$ cat config.mk
export PLATFORM = sky130hd
export DESIGN_NAME = sic_regs
export DESIGN_NICKNAME = d
export VERILOG_FILES = /design/src/core/sic_pkg.sv /design/src/core/sic_regs.sv
export VERILOG_INCLUDE_DIRS = /design/src /design/src/core
export SDC_FILE = /design/constraint.sdc
export NUM_CORES = 1
export LEC_CHECK = 0
export BUFFER_PORTS_ARGS = -buffer_cell sky130_fd_sc_hd__buf_2
export CAP_MARGIN = 10
export CORE_MARGIN = 3
export CORE_UTILIZATION = 48
export DETAILED_ROUTE_END_ITERATION = 8
export GPL_TIMING_DRIVEN = 0
export PLACE_DENSITY = 0.75
export SETUP_SLACK_MARGIN = 0.1
export SYNTH_ARGS = -nofsm -noshare
export SYNTH_HDL_FRONTEND = slang
export SYNTH_SLANG_ARGS = --single-unit
$ cat constraint.sdc
create_clock -name ref_clk -period 5.6 [get_ports ref_clk]
set_clock_uncertainty 0.2 [all_clocks]
set_input_delay 0.84 -clock ref_clk [delete_from_list [all_inputs] [get_ports ref_clk]]
set_output_delay 0.84 -clock ref_clk [all_outputs]
set_load 0.01 [all_outputs]
$ cat src/core/sic_defines.svh
// Purpose: offsets, field positions and reset values of the slot-id,
//          clock-gating and window 1 translation registers
// Assumes: byte offsets on an 8-bit configuration address
// Notes:   definitions only
`ifndef SIC_DEFINES_SVH
`define SIC_DEFINES_SVH

// register offsets
`define SIC_OFF_SLOT_ID 8'ha0
`define SIC_OFF_CLK_CTRL 8'ha4
`define SIC_OFF_XLAT_BASE 8'ha8
`define SIC_OFF_WIN1_SETUP 8'hac

// slot-identification dword
`define SIC_CAP_ID_VAL 8'h04
`define SIC_NEXT_PTR_VAL 8'hb0
`define SIC_SLOT_NUM_RST 5'h00
`define SIC_CHASSIS_RST 8'h00

// clock control fields
`define SIC_CODE_STOP 2'h3
`define SIC_CLK_CTRL_RST 16'h0000
`define SIC_BIT_DEV1 8
`define SIC_BIT_DEV2 9
`define SIC_BIT_FBK 10
`define SIC_BIT_STOPPED 13
`define SIC_BIT_CLKRUN_EN 14
`define SIC_BIT_MODE 15
`define SIC_CLK_WMASK 16'hc7ff
`define SIC_RUN_ALL 7'h7f

// window 1 translation and setup
`define SIC_XLAT_LSB 6
`define SIC_XLAT_RST 26'h0000000
`define SIC_SETUP_RST 32'h00000000
`define SIC_SETUP_EN 31
`define SIC_SETUP_WMASK 32'hfffffffe
`define SIC_SETUP_RSVD_KEEP 32'hffffffcf

`endif

$ cat src/core/sic_pkg.sv
// Purpose: shared types of the slot-id / clock-gating register group
// Assumes: nothing beyond the defines header
// Notes:   holds the clock-stop state type only
package sic_pkg;

  // secondary clock stop sequencing
  typedef enum logic [1:0] {
    SIC_RUN,
    SIC_STOP_WAIT,
    SIC_STOPPED
  } sic_stop_state_t;

endpackage

$ cat src/core/sic_regs.sv
// Purpose: slot-id capability, secondary clock gating with clkrun stop,
//          and window 1 address translation registers
// Assumes: ref_clk 50 MHz; secondary clocks are ref_clk divided by two
//          d3hot, idle and pending inputs are synchronous to ref_clk
// Notes:   clock gates change only in the low half of the divided clock
//          the stop status is raised with the last output pulse, at the edge that clears every run gate
//          the secondary clocks run at half of ref_clk; no other ratio is offered
//          address decode of the window itself lies outside this block
//
// Overview of operation
// [RULE1] slot_cap_identifier byte reads fixed 04h
// [RULE2] next pointer byte reads fixed b0h
// [RULE3] slot number, first flag writable; 23:22 zero
// [RULE4] chassis number writable, resets to zero
// [RULE5] slot clocks stop only on code 11
// [RULE6] bits 8, 9 stop device clocks
// [RULE7] bit 10 stops feedback clock, forward only
// [RULE8] bit 13 shows secondary clock stopped
// [RULE9] bit 14 enables clkrun stopping
// [RULE10] one mode stops only in d3hot
// [RULE11] other mode stops when bus idle
// [RULE12] translated base bits 31:6, low zero
// [RULE13] setup size selects used base bits
// [RULE14] setup marks size bits, bit 31 enables
// [RULE15] mode 0 is d3hot, 1 idle
// [RULE16] masked bits replaced, low bits passed
`timescale 1ns/100ps
`include "sic_defines.svh"

module sic_regs
  import sic_pkg::*;
#(
  parameter int ADDR_W = 8,
  parameter int DATA_W = 32
) (
  input wire logic ref_clk,
  input wire logic rst_n,
  input wire logic [ADDR_W-1:0] reg_addr,
  input wire logic [DATA_W-1:0] reg_wdata,
  input wire logic reg_wr,
  input wire logic reg_rd,
  output logic [DATA_W-1:0] reg_rdata,
  input wire logic forward_mode,
  input wire logic d3hot_state,
  input wire logic sec_bus_idle,
  input wire logic pri_req_pending,
  input wire logic [31:0] xlat_addr_in,
  input wire logic xlat_valid_in,
  output logic [31:0] xlat_addr_out,
  output logic xlat_valid_out,
  output logic slot0_clock_out,
  output logic slot1_clock_out,
  output logic slot2_clock_out,
  output logic slot3_clock_out,
  output logic device1_clock_out,
  output logic device2_clock_out,
  output logic bridge_feedback_clock_out
);

  // address match, shared by every register decode
  function automatic logic hit(input logic [ADDR_W-1:0] a,
                               input logic [7:0] off);
    hit = (a == ADDR_W'(off));
  endfunction

  // a slot clock runs for every code except the stop code
  function automatic logic slot_runs(input logic [1:0] code);
    slot_runs = (code != `SIC_CODE_STOP);
  endfunction

  // reset release through two flip-flops; assertion acts at once,
  // release only on an edge, so no register sees it in mid-setup
  logic rst_meta_ff;
  logic rst_sync_ff;

  always_ff @(posedge ref_clk or negedge rst_n) begin
    if (!rst_n) begin
      rst_meta_ff <= 1'b0;
      rst_sync_ff <= 1'b0;
    end else begin
      rst_meta_ff <= 1'b1;
      rst_sync_ff <= rst_meta_ff;
    end
  end

  wire rstn = rst_sync_ff;

  // bridge mode strap is a pin: two stages before use
  // a live strap change reaches the feedback gate two edges later
  logic fwd_meta_ff;
  logic fwd_sync_ff;

  always_ff @(posedge ref_clk or negedge rstn) begin
    if (!rstn) begin
      fwd_meta_ff <= 1'b0;
      fwd_sync_ff <= 1'b0;
    end else begin
      fwd_meta_ff <= forward_mode;
      fwd_sync_ff <= fwd_meta_ff;
    end
  end

  // register storage
  logic [4:0] slot_num_ff;
  logic first_in_chassis_ff;
  logic [7:0] chassis_ff;
  logic [15:0] clk_ctrl_ff;
  logic [31:`SIC_XLAT_LSB] xlat_base_ff;
  logic [31:0] win1_setup_ff;
  sic_stop_state_t stop_state_ff;

  // address decode, shared by the write strobes and the read mux
  wire sel_slot = hit(reg_addr, `SIC_OFF_SLOT_ID);
  wire sel_clk = hit(reg_addr, `SIC_OFF_CLK_CTRL);
  wire sel_base = hit(reg_addr, `SIC_OFF_XLAT_BASE);
  wire sel_setup = hit(reg_addr, `SIC_OFF_WIN1_SETUP);

  // write decode; an unmapped offset matches nothing and is dropped
  wire wr_slot = reg_wr && sel_slot;
  wire wr_clk = reg_wr && sel_clk;
  wire wr_base = reg_wr && sel_base;
  wire wr_setup = reg_wr && sel_setup;

  // slot id fields; slot_cap_identifier and next pointer are constants
  always_ff @(posedge ref_clk or negedge rstn) begin
    if (!rstn) begin
      slot_num_ff <= `SIC_SLOT_NUM_RST; // [RULE3]
      first_in_chassis_ff <= 1'b0; // [RULE3]
      chassis_ff <= `SIC_CHASSIS_RST; // [RULE4]
    end else if (wr_slot) begin
      slot_num_ff <= reg_wdata[20:16]; // [RULE3]
      first_in_chassis_ff <= reg_wdata[21]; // [RULE3]
      chassis_ff <= reg_wdata[31:24]; // [RULE4]
    end
  end

  // writable clock control bits: 10:0, 14, 15; 13 is status, 12:11 reserved
  wire [15:0] clk_wmask = `SIC_CLK_WMASK;
  wire [15:0] nxt_clk_ctrl = (clk_ctrl_ff & ~clk_wmask) | (reg_wdata[15:0] & clk_wmask);

  always_ff @(posedge ref_clk or negedge rstn) begin
    if (!rstn) begin
      clk_ctrl_ff <= `SIC_CLK_CTRL_RST; // [RULE5] [RULE6] [RULE7] [RULE9]
    end else if (wr_clk) begin
      clk_ctrl_ff <= nxt_clk_ctrl; // [RULE9] [RULE10]
    end
  end

  // translated base: only bits 31:6 are stored
  always_ff @(posedge ref_clk or negedge rstn) begin
    if (!rstn) begin
      xlat_base_ff <= `SIC_XLAT_RST;
    end else if (wr_base) begin
      xlat_base_ff <= reg_wdata[31:`SIC_XLAT_LSB]; // [RULE12]
    end
  end

  // window 1 setup: size bits 30:6 and enable 31 writable; bit 0 reads zero
  // reserved 5:4 read zero because the write data there is masked off
  wire [31:0] setup_wmask = `SIC_SETUP_WMASK & `SIC_SETUP_RSVD_KEEP;

  always_ff @(posedge ref_clk or negedge rstn) begin
    if (!rstn) begin
      win1_setup_ff <= `SIC_SETUP_RST; // [RULE14]
    end else if (wr_setup) begin
      win1_setup_ff <= reg_wdata & setup_wmask; // [RULE14]
    end
  end

  // clkrun stop request: mode 0 waits for d3hot, mode 1 for an idle bus
  // the power-state, idle and pending inputs are already on ref_clk
  wire clkrun_en = clk_ctrl_ff[`SIC_BIT_CLKRUN_EN]; // [RULE9]
  wire stop_mode = clk_ctrl_ff[`SIC_BIT_MODE];
  wire idle_stop = sec_bus_idle && !pri_req_pending; // [RULE11]
  wire stop_cond = stop_mode ? idle_stop : d3hot_state; // [RULE10] [RULE11] [RULE15]
  wire stop_req = clkrun_en && stop_cond; // [RULE9]

  // divided secondary clock; gates change only while it is low,
  // which keeps every gated output free of runt pulses
  logic div_ff;

  always_ff @(posedge ref_clk or negedge rstn) begin
    if (!rstn) begin
      div_ff <= 1'b0;
    end else begin
      div_ff <= ~div_ff;
    end
  end

  // gate decisions are taken only at edges where the divided clock
  // is about to rise, so a change never shortens a high phase
  wire gate_slot = !div_ff;

  // stop sequencing: a request waits for the low phase before stopping
  // a request that drops while waiting cancels the stop, so a short
  // idle gap never cuts a pulse
  sic_stop_state_t nxt_stop_state;

  always_comb begin
    nxt_stop_state = stop_state_ff;
    case (stop_state_ff)
      SIC_RUN: begin
        if (stop_req) begin
          nxt_stop_state = SIC_STOP_WAIT;
        end
      end
      SIC_STOP_WAIT: begin
        if (!stop_req) begin
          nxt_stop_state = SIC_RUN;
        end else if (gate_slot) begin
          nxt_stop_state = SIC_STOPPED;
        end
      end
      SIC_STOPPED: begin
        if (!stop_req && gate_slot) begin
          nxt_stop_state = SIC_RUN;
        end
      end
      default: begin
        nxt_stop_state = SIC_RUN;
      end
    endcase
  end

  always_ff @(posedge ref_clk or negedge rstn) begin
    if (!rstn) begin
      stop_state_ff <= SIC_RUN;
    end else begin
      stop_state_ff <= nxt_stop_state;
    end
  end

  wire sec_stopped = (stop_state_ff == SIC_STOPPED); // [RULE8]

  // run gates are cleared at the very edge that enters the stopped state;
  // that edge still starts a last output pulse, during which the status bit already reports a stop
  wire stop_next = (nxt_stop_state == SIC_STOPPED); // [RULE8]

  // single stop bits; the feedback gate is honoured only in forward mode,
  // in reverse mode its bit is stored but has no effect
  wire dev1_stop = clk_ctrl_ff[`SIC_BIT_DEV1];
  wire dev2_stop = clk_ctrl_ff[`SIC_BIT_DEV2];
  wire fbk_stop = fwd_sync_ff && clk_ctrl_ff[`SIC_BIT_FBK];

  // per-output run enables, sampled at the low phase only
  wire [6:0] run_req;

  assign run_req[0] = slot_runs(clk_ctrl_ff[1:0]); // [RULE5]
  assign run_req[1] = slot_runs(clk_ctrl_ff[3:2]); // [RULE5]
  assign run_req[2] = slot_runs(clk_ctrl_ff[5:4]); // [RULE5]
  assign run_req[3] = slot_runs(clk_ctrl_ff[7:6]); // [RULE5]
  assign run_req[4] = !dev1_stop; // [RULE6]
  assign run_req[5] = !dev2_stop; // [RULE6]
  assign run_req[6] = !fbk_stop; // [RULE7]

  logic [6:0] run_ff;

  always_ff @(posedge ref_clk or negedge rstn) begin
    if (!rstn) begin
      run_ff <= `SIC_RUN_ALL;
    end else if (gate_slot) begin
      run_ff <= run_req & {7{!stop_next}}; // [RULE8]
    end
  end

  // clock outputs: a stopped clock is held low
  // every pin is a flip-flop output, so no gating glitch can reach it
  wire [6:0] nxt_clk_out = {7{!div_ff}} & run_ff;
  logic [6:0] clk_out_ff;

  always_ff @(posedge ref_clk or negedge rstn) begin
    if (!rstn) begin
      clk_out_ff <= 7'h00;
    end else begin
      clk_out_ff <= nxt_clk_out; // [RULE5] [RULE6] [RULE7]
    end
  end

  assign slot0_clock_out = clk_out_ff[0];
  assign slot1_clock_out = clk_out_ff[1];
  assign slot2_clock_out = clk_out_ff[2];
  assign slot3_clock_out = clk_out_ff[3];
  assign device1_clock_out = clk_out_ff[4];
  assign device2_clock_out = clk_out_ff[5];
  assign bridge_feedback_clock_out = clk_out_ff[6];

  // translation: size bits pick which base bits replace the address
  wire win1_en = win1_setup_ff[`SIC_SETUP_EN]; // [RULE14]
  wire [31:0] size_mask = {1'b1, win1_setup_ff[30:`SIC_XLAT_LSB], 6'h00}; // [RULE13]
  wire [31:0] base_full = {xlat_base_ff, 6'h00};
  // bits picked by the size mask come from the translated base,
  // the rest of the initiator address passes through untouched
  wire [31:0] xlat_from_base = base_full & size_mask; // [RULE16]
  wire [31:0] xlat_from_addr = xlat_addr_in & ~size_mask; // [RULE16]
  wire [31:0] nxt_xlat_addr = xlat_from_base | xlat_from_addr;

  // valid is marked only while the window is enabled
  wire nxt_xlat_valid = xlat_valid_in && win1_en; // [RULE14]

  // a disabled window passes transactions untranslated and unmarked
  always_ff @(posedge ref_clk or negedge rstn) begin
    if (!rstn) begin
      xlat_addr_out <= 32'h00000000;
      xlat_valid_out <= 1'b0;
    end else begin
      xlat_addr_out <= win1_en ? nxt_xlat_addr : xlat_addr_in; // [RULE13] [RULE16]
      xlat_valid_out <= nxt_xlat_valid;
    end
  end

  // read data words; slot-id dword bytes low to high
  wire [7:0] slot_cap_identifier = `SIC_CAP_ID_VAL; // [RULE1]
  wire [7:0] slot_cap_next_link = `SIC_NEXT_PTR_VAL; // [RULE2]
  wire [7:0] expansion_slot_info = {2'h0, first_in_chassis_ff, slot_num_ff}; // [RULE3]
  wire [7:0] chassis_index = chassis_ff; // [RULE4]
  wire [31:0] rd_slot = {chassis_index, expansion_slot_info, slot_cap_next_link, slot_cap_identifier};
  // clock control view: bit 13 is live status, 12:11 read zero
  wire [15:0] clk_view = {clk_ctrl_ff[15:14], sec_stopped, 2'h0, clk_ctrl_ff[10:0]}; // [RULE8]
  wire [31:0] rd_clk = {16'h0000, clk_view};
  wire [31:0] rd_base = {xlat_base_ff, 6'h00}; // [RULE12]
  wire [31:0] rd_setup = win1_setup_ff;

  // read mux; unmapped offsets read zero
  wire [31:0] nxt_rdata =
    sel_slot ? rd_slot :
    sel_clk ? rd_clk :
    sel_base ? rd_base :
    sel_setup ? rd_setup : 32'h00000000;

  // read data stands only in the cycle after the strobe
  // and is zero otherwise, so several blocks may share an or-ed bus
  always_ff @(posedge ref_clk or negedge rstn) begin
    if (!rstn) begin
      reg_rdata <= 32'h00000000;
    end else if (reg_rd) begin
      reg_rdata <= nxt_rdata;
    end else begin
      reg_rdata <= 32'h00000000;
    end
  end

endmodule

==> impl_metrics.env <==
export IMPL_finalHoldWorstSlack_ns=0.151
export IMPL_total_power_uw=2610
export IMPL_cp_start_kind="input port"
export IMPL_hpwl_mm=10.8
export IMPL_r2r_end="xlat_addr_out[27]"
export IMPL_multi_input_area_um2=2290
export IMPL_pin_count=153
export IMPL_final_cells=848
export IMPL_nets=738
export IMPL_h_tree_depth=4
export IMPL_drt_wirelength_per_cell_um=18.2
export IMPL_yosysTopAreaCellShare_pct=60.7
export IMPL_gp_congestion=0.798
export IMPL_worstPathCellList="buf_2 > and4bb_2 > buf_4 > nand4_2 > buf_2 > mux2_2"
export IMPL_postRouteAntennaNets=0
export IMPL_grt_max_degree=75
export IMPL_crit_type="in -> reg"
export IMPL_path_common_cell="buf_2"
export IMPL_cp_slowest_cell="buf_2"
export IMPL_synth_area_top_cells="dfrtp_1 61%, mux2_2 19%, mux2i_1 3.2%"
export IMPL_setup_tns_ns=0
export IMPL_reg2reg_depth=4
export IMPL_outcome="finished clean"
export IMPL_final_common_cell="dfrtp_1"
export IMPL_worst_pin_slew_ns=0.713
export IMPL_nFillCells=1057
export IMPL_syn_avg_cell_area_um2=13.8
export IMPL_initial_core_util_pct=49.6
export IMPL_path_buf_inv=3
export IMPL_first_iter_violations=222
export IMPL_cts_root_buf="clkbuf_16"
export IMPL_area_delta_synth_final_pct=24.7
export IMPL_ff2ff_setup_slack_ns=3.42
export IMPL_ys_seq_area_share_pct=63.4
export IMPL_max_vdd_ir_drop_mv=0.189
export IMPL_hp_start="rst_meta_ff"
export IMPL_core_um2=13400
export IMPL_grt_ovfl_total=0
export IMPL_syn_nets=564
export IMPL_die_w_um=124
export IMPL_cts_inserted_buffers=17
export IMPL_cts_tree="yes"
export IMPL_hold_path_class="reg -> reg"
export IMPL_whs_endpoint="rst_sync_ff"
export IMPL_dr_pass1_iters=5
export IMPL_insertion_delay_ns=0.43
export IMPL_cts_setup_buffers=0
export IMPL_critical_path_max_fanout=10
export IMPL_finalSetupViolCount=0
export IMPL_fmax_mhz=459
export IMPL_drive_gt1_share_pct=50.1
export IMPL_cp_required_ns=5.71
export IMPL_synthesis_instances=483
export IMPL_routed_wl_mm=15.4
export IMPL_placedCellCount=813
export IMPL_synth_cell_types=34
export IMPL_clk_path_buf_depth=2
export IMPL_regArea_um2=4220
export IMPL_yosys_area_top_type="dfrtp_1"
export IMPL_rows=42
export IMPL_via_per_inst=5.21
export IMPL_syn_cell_area_um2=6640
export IMPL_rsz0062_at_grt="no"
export IMPL_critPathMaxStageDelay_ns=0.32
export IMPL_whs_path_depth=0
export IMPL_arrival_ns=2.29
export IMPL_grt_pass1_vias=4672
export IMPL_crit_path_end_kind="flop"
export IMPL_final_util_pct=61.8
export IMPL_relSlewSlack_pct=52.4
export IMPL_clock_sinks=168
export IMPL_cellLeakagePower_uw=0.00419
export IMPL_hold_viol_final=0
export IMPL_ys_seq_elements=168
export IMPL_startpoint="reg_addr[6]"
export IMPL_final_max_slew_viol_count=0
export IMPL_ys_warn_count=0
export IMPL_die_area_um2=15300
export IMPL_drc=0
export IMPL_grt_pass1_wl_mm=24.1
export IMPL_fin_crit_sh_pct=38.9
export IMPL_grt_antenna_before_repair=1
export IMPL_p_per_area_nw_per_um2=316
export IMPL_track_usage_pct=21.3
export IMPL_min_period_ns=2.18
export IMPL_drv_cap=0
export IMPL_port_buffers=152
export IMPL_crit_family="buffers and inverters"
export IMPL_vias=4416
export IMPL_layout_common_cells="160 x dfrtp_1, 158 x buf_2, 111 x mux2_2"
export IMPL_reg2reg_from="rd_setup[31]"
export IMPL_die_y_um=124
export IMPL_path_clk_slew_ns=0.06
-- metrics by stage --
step                instance area, um^2  setup slack [ns]
detailed placement                 7670              2.95
floorplan                          6640             0.384
global placement                   7620             -1.11
finish                             8280              3.42
global route                       8280              3.32
CTS                                8280              3.40
-- power breakdown --
group | leakage (uW) | internal, uW | total, uW | switching, uW
clock network | 0.000283 | 667 | 1170 | 499
logic | 0.00168 | 78.2 | 159 | 80.9
registers | 0.00223 | 1260 | 1290 | 31.1
total | 0.00419 | 2000 | 2610 | 611
-- metal layers --
metal	global-route usage, %	wire, um	up-vias
met5	0	13	-
met4	8.86	341	2
met3	5.90	1050	32
met2	35.3	7650	148
met1	26.3	6330	2219
li1	-	-	2015
-- flip-flops by register name, summed over array words and instances (netlist names), 7 cells and up --
name           cells
reg_rdata         32
xlat_addr_out     32
rd_setup          29
xlat_base_ff      26
clk_ctrl_ff       13
chassis_ff         8
clk_out_ff         7
run_ff             7
-- cell usage after synthesis (all sizes together) --
cell type,number
mux2,112
dfrtp,161
and4,1
nand2,43
buf,15
nor2b,12
mux2i,21
nand3,1
and3b,1
o21ai,4
a211oi,2
dfstp,7
inv,4
xor2,1
a21o,2
a21oi,29
a22oi,6
conb,1
nor2,22
and4bb,1
a221oi,1
o2111a,1
and2,5
clkbuf,9
nand4,6
nor3b,1
or2,14
-- repair_timing --
item                                   4_1_cts  5_1_grt
endpoints found under the hold margin        2        0
gates resized for setup                      0        0
hold buffers                                 1        0
-- cell families (layout without fill, tap and decap cells) --
logic type | count (synthesis) | in the layout | synth area share [%]
AO/OA/AOI/OAI | 45 | 45 | 3.92
XOR/XNOR | 1 | 1 | 0.132
buffers and inverters | 28 | 215 | 2.15
flip-flops | 168 | 168 | 63.4
multiplexers | 133 | 133 | 22.2
other | 1 | 3 | 0.0565
AND/OR/NAND/NOR | 107 | 107 | 8.16
-- worst register-to-register path, cell delays in order, from the launching register on --
cell and delay, ns:
dfrtp_1 0.34, clkbuf_1 0.53, buf_1 0.56, nand2_1 0.14
mux2_2 0.30
-- cell type report --
| cell class | count | share of cell area [%] |
|---|---|---|
| Antenna cell | 2 | 0.0604 |
| Buffer | 24 | 1.54 |
| Clock buffer | 17 | 5.14 |
| Clock inverter | 15 | 2.04 |
| Inverter | 4 | 0.181 |
| Multi-Input combinational cell | 287 | 27.6 |
| Sequential cell | 168 | 50.9 |
| Tap cell | 176 | 2.66 |
| Timing Repair Buffer | 155 | 9.88 |
-- how the worst max path moves through the flow --
stage | endpoint | cells after the start
CTS | xlat_addr_out[27] | 4
global placement | xlat_addr_out[6] | 0
detailed placement | reg_rdata[28] | 6
floorplan | chassis_ff[0] | 0
global route | xlat_addr_out[26] | 4
finish | slot_num_ff[1] | 6
(Power assumes the default switching activity.)
